===== src/idw_pkg.sv =====
// constants for the interrupt, dma and waveform control register block
package idw_pkg;
    localparam int ADDR_W = 5;
    localparam logic [ADDR_W-1:0] CTRL_OFS = 5'h02;
    localparam int CTRL_W = 16;
    localparam logic [CTRL_W-1:0] CTRL_RESET = 16'h0000;
    localparam int PORT_B_EN_BIT = 15;
    localparam int PORT_A_EN_BIT = 14;
    localparam int WAVE_SEL_BIT = 13;
    localparam int GIRQ_EN_BIT = 12;
    localparam int GDMA_EN_BIT = 11;
    localparam int TC_IRQ_EN_BIT = 10;
    localparam int ACQ_IRQ_EN_BIT = 9;
    localparam int MODE_HI_BIT = 8;
    localparam int MODE_LO_BIT = 6;
    localparam int HALF_REQ_BIT = 5;
    localparam int RETRIGGER_HOLD_HOLD_BIT = 4;
    localparam int LINE4_RCV_BIT = 3;
    localparam int LINE4_DRV_BIT = 2;
    localparam int LINE2_RCV_BIT = 1;
    localparam int LINE2_DRV_BIT = 0;
    localparam int DIO_W = 4;
    localparam int MODE_W = 3;
    localparam logic [MODE_W-1:0] MODE_NONE = 3'h0;
    localparam int SYNC_W = 7;
    // idle level of each synchronised pin, so no false edge follows reset
    localparam logic [SYNC_W-1:0] SYNC_INIT = 7'h6e;
endpackage : idw_pkg


===== src/idw_sync.sv =====
// two-flop synchronisers for asynchronous pin inputs
`timescale 1ns/100ps
module idw_sync #(
    parameter int WIDTH = 1,
    parameter logic [WIDTH-1:0] INIT = '0
) (
    input wire logic clock_i,
    input wire logic sys_rst_i,
    input wire logic clk_en_i,
    input wire logic [WIDTH-1:0] async_i,
    output logic [WIDTH-1:0] sync_o
);
    logic [WIDTH-1:0] meta_reg;
    always_ff @(posedge clock_i or posedge sys_rst_i) begin
        if (sys_rst_i) begin
            meta_reg <= INIT;
            sync_o <= INIT;
        end else if (clk_en_i) begin
            meta_reg <= async_i;
            sync_o <= meta_reg;
        end
    end
endmodule : idw_sync


===== src/idw_ctrl.sv =====
// write-only interrupt, dma and waveform control register with its gating
`timescale 1ns/100ps
module idw_ctrl (
    input wire logic clock_i,
    input wire logic sys_rst_i,
    input wire logic clk_en_i,
    input wire logic [idw_pkg::ADDR_W-1:0] addr_i,
    input wire logic wr_i,
    input wire logic rd_i,
    input wire logic [idw_pkg::CTRL_W-1:0] wdata_i,
    output logic [idw_pkg::CTRL_W-1:0] rdata_o,
    output logic rdata_oe_o,
    input wire logic [idw_pkg::DIO_W-1:0] port_a_data_i,
    input wire logic [idw_pkg::DIO_W-1:0] port_b_data_i,
    output logic [idw_pkg::DIO_W-1:0] port_a_o,
    output logic port_a_oe_o,
    output logic [idw_pkg::DIO_W-1:0] port_b_o,
    output logic port_b_oe_o,
    input wire logic converter_write_i,
    input wire logic update_reg_strobe_i,
    input wire logic [1:0] update_source_sel_i,
    input wire logic counter1_output_i,
    input wire logic counter2_output_i,
    input wire logic counter5_output_i,
    input wire logic external_converter_update_n_i,
    input wire logic bus_line4_i,
    output logic bus_line4_o,
    output logic bus_line4_oe_o,
    input wire logic bus_line2_i,
    output logic bus_line2_o,
    output logic bus_line2_oe_o,
    output logic counter1_gate_o,
    output logic counter1_gate_oe_o,
    output logic converter_update_o,
    input wire logic terminal_count_i,
    input wire logic terminal_count_irq_clear_i,
    input wire logic acq_clear_strobe_i,
    input wire logic acq_done_i,
    input wire logic fifo_overrun_i,
    input wire logic fifo_overflow_i,
    input wire logic fifo_not_empty_i,
    input wire logic fifo_half_full_i,
    input wire logic [idw_pkg::MODE_W-1:0] irq_mode_mask_i,
    input wire logic [idw_pkg::MODE_W-1:0] dma_mode_mask_i,
    input wire logic fifo_irq_enable_i,
    input wire logic fifo_dma_enable_i,
    input wire logic acq_trigger_i,
    output logic irq_o,
    output logic dma_req_o,
    output logic acq_start_o,
    output logic acq_complete_status_o,
    output logic [idw_pkg::MODE_W-1:0] xfer_mode_o
);
    import idw_pkg::*;

    logic [CTRL_W-1:0] ctrl_reg;
    logic [SYNC_W-1:0] pins_sync;
    logic update_trig_n_reg;
    logic tc_pend_reg;
    logic acq_pend_reg;
    logic fifo_req_reg;

    // every pin input passes the two-flop synchroniser before use
    idw_sync #(.WIDTH(SYNC_W), .INIT(SYNC_INIT)) u_sync (
        .clock_i(clock_i),
        .sys_rst_i(sys_rst_i),
        .clk_en_i(clk_en_i),
        .async_i({external_converter_update_n_i, bus_line4_i, bus_line2_i, counter1_output_i,
                  counter2_output_i, counter5_output_i, terminal_count_i}),
        .sync_o(pins_sync)
    );
    logic ext_upd_n_s, line4_s, line2_s, cnt1_s, cnt2_s, cnt5_s, tc_s;
    assign {ext_upd_n_s, line4_s, line2_s, cnt1_s, cnt2_s, cnt5_s, tc_s} = pins_sync;

    function automatic logic bit_of(input logic [CTRL_W-1:0] r, input int idx);
        return r[idx];
    endfunction : bit_of

    wire ctrl_hit = addr_i == CTRL_OFS;
    wire [MODE_W-1:0] mode = ctrl_reg[MODE_HI_BIT:MODE_LO_BIT];

    // register writes
    always_ff @(posedge clock_i or posedge sys_rst_i) begin
        if (sys_rst_i) begin
            ctrl_reg <= CTRL_RESET;
        end else if (clk_en_i && wr_i && ctrl_hit) begin
            ctrl_reg <= wdata_i;
        end
    end

    // write-only: a read of this offset never drives the data bus
    always_ff @(posedge clock_i or posedge sys_rst_i) begin
        if (sys_rst_i) begin
            rdata_o <= '0;
            rdata_oe_o <= 1'b0;
        end else if (clk_en_i) begin
            rdata_o <= '0;
            rdata_oe_o <= 1'b0;
        end
    end

    // digital ports and trigger bus drivers
    always_ff @(posedge clock_i or posedge sys_rst_i) begin
        if (sys_rst_i) begin
            port_a_o <= '0;
            port_a_oe_o <= 1'b0;
            port_b_o <= '0;
            port_b_oe_o <= 1'b0;
            bus_line4_o <= 1'b0;
            bus_line4_oe_o <= 1'b0;
            bus_line2_o <= 1'b0;
            bus_line2_oe_o <= 1'b0;
            counter1_gate_o <= 1'b0;
            counter1_gate_oe_o <= 1'b0;
            xfer_mode_o <= MODE_NONE;
        end else if (clk_en_i) begin
            port_a_o <= port_a_data_i;
            port_a_oe_o <= bit_of(ctrl_reg, PORT_A_EN_BIT);
            port_b_o <= port_b_data_i;
            port_b_oe_o <= bit_of(ctrl_reg, PORT_B_EN_BIT);
            bus_line4_o <= cnt5_s;
            bus_line4_oe_o <= bit_of(ctrl_reg, LINE4_DRV_BIT);
            bus_line2_o <= cnt2_s;
            bus_line2_oe_o <= bit_of(ctrl_reg, LINE2_DRV_BIT);
            counter1_gate_o <= line2_s;
            counter1_gate_oe_o <= bit_of(ctrl_reg, LINE2_RCV_BIT);
            xfer_mode_o <= mode;
        end
    end

    // update trigger source: routing bit chooses the external path, a select picks a counter
    logic trig_n;
    always_comb begin
        unique case (update_source_sel_i)
            2'h0: trig_n = bit_of(ctrl_reg, LINE4_RCV_BIT) ? line4_s : ext_upd_n_s;
            2'h1: trig_n = cnt1_s;
            2'h2: trig_n = cnt2_s;
            2'h3: trig_n = cnt5_s;
        endcase
    end

    // falling edge of the active-low trigger marks the pulse
    always_ff @(posedge clock_i or posedge sys_rst_i) begin
        if (sys_rst_i) begin
            update_trig_n_reg <= 1'b1;
            converter_update_o <= 1'b0;
        end else if (clk_en_i) begin
            update_trig_n_reg <= trig_n;
            if (bit_of(ctrl_reg, WAVE_SEL_BIT)) begin
                converter_update_o <= (update_trig_n_reg && !trig_n) || update_reg_strobe_i;
            end else begin
                converter_update_o <= converter_write_i;
            end
        end
    end

    // pending interrupt flags; a set in the clear cycle wins
    logic tc_prev_reg;
    wire tc_event = tc_s && !tc_prev_reg && bit_of(ctrl_reg, TC_IRQ_EN_BIT);
    wire acq_event = (acq_done_i || fifo_overrun_i || fifo_overflow_i)
        && bit_of(ctrl_reg, ACQ_IRQ_EN_BIT);
    always_ff @(posedge clock_i or posedge sys_rst_i) begin
        if (sys_rst_i) begin
            tc_prev_reg <= 1'b0;
            tc_pend_reg <= 1'b0;
            acq_pend_reg <= 1'b0;
            acq_complete_status_o <= 1'b0;
        end else if (clk_en_i) begin
            tc_prev_reg <= tc_s;
            if (tc_event) tc_pend_reg <= 1'b1;
            else if (terminal_count_irq_clear_i) tc_pend_reg <= 1'b0;
            if (acq_event) acq_pend_reg <= 1'b1;
            else if (acq_clear_strobe_i) acq_pend_reg <= 1'b0;
            if (acq_done_i || fifo_overrun_i || fifo_overflow_i) acq_complete_status_o <= 1'b1;
            else if (acq_clear_strobe_i) acq_complete_status_o <= 1'b0;
        end
    end

    // fifo request level: follows half-full with bit 5 set, otherwise not-empty
    always_ff @(posedge clock_i or posedge sys_rst_i) begin
        if (sys_rst_i) begin
            fifo_req_reg <= 1'b0;
        end else if (clk_en_i) begin
            if (bit_of(ctrl_reg, HALF_REQ_BIT)) fifo_req_reg <= fifo_half_full_i;
            else if (fifo_half_full_i) fifo_req_reg <= 1'b1;
            else if (!fifo_not_empty_i) fifo_req_reg <= 1'b0;
            else if (!fifo_req_reg) fifo_req_reg <= 1'b1;
        end
    end

    // mode masks say which transfer types this mode field enables
    wire mode_irq = (mode != MODE_NONE) && |(mode & irq_mode_mask_i);
    wire mode_dma = |(mode & dma_mode_mask_i);
    always_ff @(posedge clock_i or posedge sys_rst_i) begin
        if (sys_rst_i) begin
            irq_o <= 1'b0;
            dma_req_o <= 1'b0;
        end else if (clk_en_i) begin
            irq_o <= tc_pend_reg || acq_pend_reg
                || (mode_irq && fifo_req_reg && (bit_of(ctrl_reg, GIRQ_EN_BIT) || fifo_irq_enable_i));
            dma_req_o <= bit_of(ctrl_reg, GDMA_EN_BIT) && fifo_dma_enable_i
                && mode_dma && fifo_req_reg;
        end
    end

    // retrigger gate
    always_ff @(posedge clock_i or posedge sys_rst_i) begin
        if (sys_rst_i) begin
            acq_start_o <= 1'b0;
        end else if (clk_en_i) begin
            acq_start_o <= acq_trigger_i
                && !(bit_of(ctrl_reg, RETRIGGER_HOLD_HOLD_BIT) && acq_complete_status_o);
        end
    end

    AST_DMA_OFF: assert property (@(posedge clock_i) disable iff (sys_rst_i)
        clk_en_i && !ctrl_reg[GDMA_EN_BIT] |=> !dma_req_o) else $error("dma request while disabled");
    AST_PORT_A: assert property (@(posedge clock_i) disable iff (sys_rst_i)
        clk_en_i |=> port_a_oe_o == $past(ctrl_reg[PORT_A_EN_BIT])) else $error("port a enable wrong");
    AST_PORT_B: assert property (@(posedge clock_i) disable iff (sys_rst_i)
        clk_en_i |=> port_b_oe_o == $past(ctrl_reg[PORT_B_EN_BIT])) else $error("port b enable wrong");
    AST_IMM_UPD: assert property (@(posedge clock_i) disable iff (sys_rst_i)
        clk_en_i && !ctrl_reg[WAVE_SEL_BIT] && converter_write_i |=> converter_update_o)
        else $error("immediate update missed");
    AST_TC_SET: assert property (@(posedge clock_i) disable iff (sys_rst_i)
        clk_en_i && tc_event |=> tc_pend_reg ##1 (irq_o || !clk_en_i)) else $error("terminal count lost");
    AST_TC_CLR: assert property (@(posedge clock_i) disable iff (sys_rst_i)
        clk_en_i && terminal_count_irq_clear_i && !tc_event |=> !tc_pend_reg) else $error("tc clear failed");
    AST_ACQ_CLR: assert property (@(posedge clock_i) disable iff (sys_rst_i)
        clk_en_i && acq_clear_strobe_i && !acq_event |=> !acq_pend_reg) else $error("acq clear failed");
    AST_RETRIGGER_HOLD: assert property (@(posedge clock_i) disable iff (sys_rst_i)
        clk_en_i && ctrl_reg[RETRIGGER_HOLD_HOLD_BIT] && acq_complete_status_o |=> !acq_start_o)
        else $error("retrigger not held");
    AST_WRITE: assert property (@(posedge clock_i) disable iff (sys_rst_i)
        clk_en_i && wr_i && ctrl_hit |=> ctrl_reg == $past(wdata_i)) else $error("write lost");
endmodule : idw_ctrl


===== config.mk =====
export PLATFORM = sky130hd
export DESIGN_NAME = idw_ctrl
export DESIGN_NICKNAME = d
export VERILOG_FILES = /design/src/idw_pkg.sv /design/src/idw_sync.sv /design/src/idw_ctrl.sv
export SDC_FILE = /design/constraint.sdc
export NUM_CORES = 1
export LEC_CHECK = 0
export ABC_CLOCK_PERIOD_IN_PS = 1700
export BUFFER_PORTS_ARGS = -buffer_cell sky130_fd_sc_hd__buf_2
export CAP_MARGIN = 25
export CORE_MARGIN = 5
export CORE_UTILIZATION = 53
export CTS_BUF_LIST = sky130_fd_sc_hd__clkbuf_8
export CTS_CLUSTER_DIAMETER = 60
export DETAILED_ROUTE_END_ITERATION = 16
export PLACE_DENSITY = 0.93
export SYNTH_ARGS = -nofsm -noshare
export SYNTH_HDL_FRONTEND = slang
export SYNTH_HIERARCHICAL = 1
export SYNTH_SLANG_ARGS = --single-unit

===== constraint.sdc =====
create_clock -name clock_i -period 1.7 [get_ports clock_i]
set_input_delay 0.17 -clock clock_i [delete_from_list [all_inputs] [get_ports clock_i]]
set_output_delay 0.17 -clock clock_i [all_outputs]
set_load 0.01 [all_outputs]

Yosys cells after proc, flatten, opt, wreduce, memory -nomap -nowiden. Cells that the tools add are included.

Bits in registers: 59. Input port bits: 61. Output and inout bits: 41.

Eq/ne operators: 4. Mux-type cells: 11. Bitwise gates (word level): 2. Reductions and logical operators: 33.

Operator list (count): 1-bit logical AND (14); 1-bit two-way mux (10); 3-bit bitwise AND (2); 1-bit logical OR (6); 2-bit AND reduction (3); 2-bit nonzero test (3); 3-bit OR reduction (2); 5-bit by 2-bit == test with 1-bit output, second input constant (1); 2-bit == test, second input constant (2); 1-bit one-hot mux with 4 select lines (1); 1-bit zero test (3); 3-bit nonzero test (1); 2-bit by 1-bit == test with 1-bit output, second input constant (1); 2-bit zero test (1).

Logic depth before layout (Yosys ltp).
Depth after elaboration: 6. Depth in mapped cells: 5. Depth with buffers taken out: 3.

Hierarchy. The synthesis kept the hierarchy.

Modules (own cells, without submodules): idw_ctrl (times used 1, cells each 144, area an instance 1968.1 sq um, seq. area each 1127.3 sq um); idw_sync (times used 1, cells each 30, area an instance 535.5 sq um, seq. area each 362.8 sq um).

Worst setup path after synthesis. OpenSTA, ideal clock, no wires.

Kind: input port to flip-flop. Start point: input port addr_i[3] (netlist bit). End point: register ctrl_reg[0]. Library setup time: 0.125 ns. Arrival: 1.519 ns. Data required time: 1.575 ns. Setup slack: 0.056 ns. Cell stages on the path: 4. Path buffers: 1. Cell sequence: or4b_4 -> nor3_4 -> buf_8 -> mux2_2.

Longest elaborated chain between the ends: 2.

Ends and longest elaborated chain: start: declaration (line idw_ctrl.sv:7) `input wire logic [idw_pkg::ADDR_W-1:0] addr_i,`; 5-bit by 2-bit == test with 1-bit output (line idw_ctrl.sv:79) `wire ctrl_hit = addr_i == CTRL_OFS;`; 1-bit logical AND (line idw_ctrl.sv:86) `end else if (clk_en_i && wr_i && ctrl_hit) begin`; end signal: assignment (line idw_ctrl.sv:87) `ctrl_reg <= wdata_i;`; end: declaration (line idw_ctrl.sv:56) `logic [CTRL_W-1:0] ctrl_reg;`.

No other way between the ends. A chain may end at the register's enable or synchronous reset.

Worst setup path after layout.
Start point: input port addr_i[3] (netlist bit). End point: register ctrl_reg[11].

The elaborated chain is that of the path after synthesis.

==> out/metrics.yaml <==
detailed_routing:
  totalWireLength_um: 5130
  dr_pass1_iterations: 5
  vias: 1649
  detail_route.drc_violations: 0
  route.detailed.vias_per_inst: 5.07
  wire_per_inst_um: 15.8
  drt-initial-drc-count: 54
  drtAntennaViolNets: 0
floorplan:
  ios: 102
  fp.dieH_um: 78.7
  initial_utilization: 0.537
  die_area_um2: 6200
  die_width_um: 78.7
  placeableCoreArea_um2: 4660
  floorplan.rows: 25
power_and_ir_drop:
  share_clk_of_total_power: 0.387
  swShare: 0.245
  internal-power_w: 0.00276
  power.total_w: 0.00366
  max-vdd-ir-drop_uv: 800
  combinational_fraction_of_design_power: 0.142
  power.net_switching_w: 0.000897
  power-per-cell-area_nw_per_um2: 1160
  sequentialPowerShare: 0.471
  static-leakage-power_nw: 1.58
synth:
  synthesis.yosys.warnings: 6
  synth.distinct_cells: 29
  portion_of_the_post_synthesis_area_used_by_sequential_elements: 0.595
  post-synth-top-count-cell: "mux2_2"
  post-synth-top-area-cell: "dfrtp_1"
  mappedNetlistArea_um2: 2500
  average_size_of_a_mapped_cell_um2: 14.4
  post_synth_inst_count: 174
  synth.area.top_cells: "dfrtp_1, mux2_2, dfstp_2"
  post-synth-top-area-fraction: 0.480
  synth.ff_latch_count: 59
  async_flop_share: 1.00
  edff_count_synth: 0
  synth.top_cells.by_count: "mux2_2, dfrtp_1, buf_4, dfstp_2, nand2_1"
  ys_dominant_reg_cell: "dfrtp_1"
timing:
  timing_max_transition_violations_final: 0
  share_of_the_clock_period_used_by_the_worst_path: 0.788
  fin_worst_skew_ns: 0.00968
  final-hold-violation-count: 0
  final.setup.tns_ns: 0
  rsz0062_at_grt: "no"
  setup_viol: 0
  timing.slew.headroom: 0.635
  maximum_achievable_frequency_ghz: 0.747
  max_slew.worst_pin.slew_ns: 0.546
  period_needed_ns: 1.34
finish:
  post_route_cells_drive_above_1_share: 0.620
  final_area_um2: 3170
  ff_latch_area_um2: 1490
  layoutNonFillerInstCount: 325
  num-nets-final: 327
  n_antenna_cell: 0
  postLayoutCoreUtil: 0.680
  fillerInstances: 362
  flip_flop_count_of_the_largest_register_all_copies_and_words_added: 16
  syn2layout_area_growth_pct: 26.6
  total_area_of_multi_input_combinational_cells_um2: 886
clocking:
  tritoncts: "built"
  cts_max_path_buffers: 2
  clock_latency_ns: 0.33
  cts_buffers: 9
  clock-root-buffer: "clkbuf_8"
  clkSlewWorstSetupHoldPaths_ns: 0.07
  post-cts-setup-buffer-count: 0
  postCtsResizedCells: 0
  clock_sink_total: 59
  cts_htree_levels: 3
critical_path:
  cell_class_contributing_the_biggest_share_of_worst_path_delay: "simple AND/OR/NAND/NOR gates"
  crit_cells: 5
  required_ns: 1.91
  cp_slowest_cell: "or4b_4"
  worst_setup_path_start_kind: "input port"
  cp_slowest_stage_delay_ns: 0.54
  timing.critical_path.arrival_ns: 1.55
  crit_path_cell_trace: "buf_2 -> or4b_4 -> nor3_4 -> buf_12 -> mux2_2"
  worstPathBufferInverterCount: 2
  path_depth_of_the_worst_reg2reg_path: 3
  crit_type: "in -> reg"
  worst_path_maximum_fanout: 16
  setup.worst_path.end_class: "flop"
run_status:
  status: "finished, final reports clean"
placed_design:
  placed_area_um2: 2930
  dp_hpwl_um: 3780
  place.port_buffers: 83
  place.gp.congestion: 0.769
  place_inst: 308
global_route:
  grt-ovfl-total: 0
  largest_net_degree_at_the_start_of_global_routing: 32
  first_global_vias: 1782
  grt_first_pass_wirelength_um: 8370
  number_of_antenna_violations_at_the_first_check_in_global_routing: 0
  groute.usage.overall: 0.179
run:
  max_cap_viol_count: 0
hold_path:
  worstHoldPathCells: 2
  hp-class: "in -> reg"
## metrics by stage
stage	worst slack, ns	hold slack (ns)
after floorplan	0.0564	0.0521
after global placement	0.0487	0.219
after detailed placement	0.0125	0.219
after CTS	0.369	0.0461
after global routing	0.356	0.0472
final	0.361	0.0665
## cell type report
cell class / count / share of cell area
Sequential cell: 59 / 0.470
Tap cell: 54 / 0.0213
Clock buffer: 10 / 0.0434
Multi-Input combinational cell: 103 / 0.280
Inverter: 5 / 0.00592
Clock inverter: 6 / 0.0280
Timing Repair Buffer: 88 / 0.152
## power by group through the flow
stage                     clock (W)  combinational [W]  sequential, W
final                       0.00142           0.000521        0.00172
after detailed placement          0           0.000524        0.00175
after global placement            0           0.000499        0.00173
after CTS                   0.00146           0.000529        0.00173
after floorplan                   0           0.000308        0.00176
after global routing        0.00154           0.000574        0.00175
## worst register-to-register path: stages, from the launching register on
cell and delay, ns:
dfstp_2 0.54, mux2i_1 0.09, o311ai_0 0.33, o21ai_0 0.15
## logic make-up (layout without fill, tap and decap cells)
group | Yosys count | in the layout | synth area share
simple gates | 14 | 14 | 0.0335
other cells | 1 | 17 | 0.00150
compound gates | 17 | 17 | 0.0495
flops | 59 | 59 | 0.595
buf+inv | 28 | 109 | 0.0750
mux | 55 | 55 | 0.245
## cell usage in the layout (no fill, tap or decap), types with 2 or more instances in the layout
| cell | Yosys | final |
|---|---|---|
| buf_12 | 0 | 2 |
| dfstp_2 | 11 | 11 |
| nor2_1 | 2 | 2 |
| o21a_1 | 2 | 2 |
| o21ai_0 | 3 | 3 |
| buf_4 | 17 | 2 |
| clkbuf_8 | 0 | 10 |
| mux2i_1 | 4 | 4 |
| a21oi_1 | 2 | 2 |
| clkinvlp_4 | 0 | 2 |
| dfrtp_1 | 48 | 48 |
| a222oi_1 | 2 | 2 |
| buf_2 | 0 | 83 |
| bufinv_16 | 0 | 2 |
| mux2_2 | 51 | 51 |
| conb_1 | 1 | 17 |
| inv_1 | 5 | 4 |
| nand2_1 | 7 | 7 |
## layer usage
layer | global-route usage | up-vias | part of all wire | wire (µm)
met2 | 0.294 | 65 | 0.51 | 2640
li1 | - | 763 | - | -
met5 | 0 | - | 0 | 0
met3 | 0.0601 | 6 | 0.082 | 421
met4 | 0.0892 | 0 | 0.011 | 58
met1 | 0.211 | 815 | 0.39 | 2010
## timing repair
| item | in CTS | in global routing |
|---|---|---|
| endpoints found under the setup margin | 0 | 0 |
| hold buffers | 1 | 0 |
| hold endpoints to repair | 23 | 0 |
## path summary, 6_finish.rpt
| check | end | from | slack, ns |
|---|---|---|---|
| min in group asynchronous | port_a_o[0]$_DFFE_PP0P_ | sys_rst_i | 0.42 |
| max reg2reg | converter_update_o$_DFFE_PP0P_ | u_sync/sync_o[6]$_DFFE_PP1P_ | 0.48 |
| max | ctrl_reg[11]$_DFFE_PP0P_ | addr_i[3] | 0.36 |
| max in group asynchronous | update_trig_n_reg$_DFFE_PP1P_ | sys_rst_i | 0.71 |
| min | port_b_o[0]$_DFFE_PP0P_ | port_b_data_i[0] | 0.07 |
| min reg2reg | tc_pend_reg$_DFFE_PP0P_ | tc_pend_reg$_DFFE_PP0P_ | 0.49 |
(Power assumes the default switching activity.)
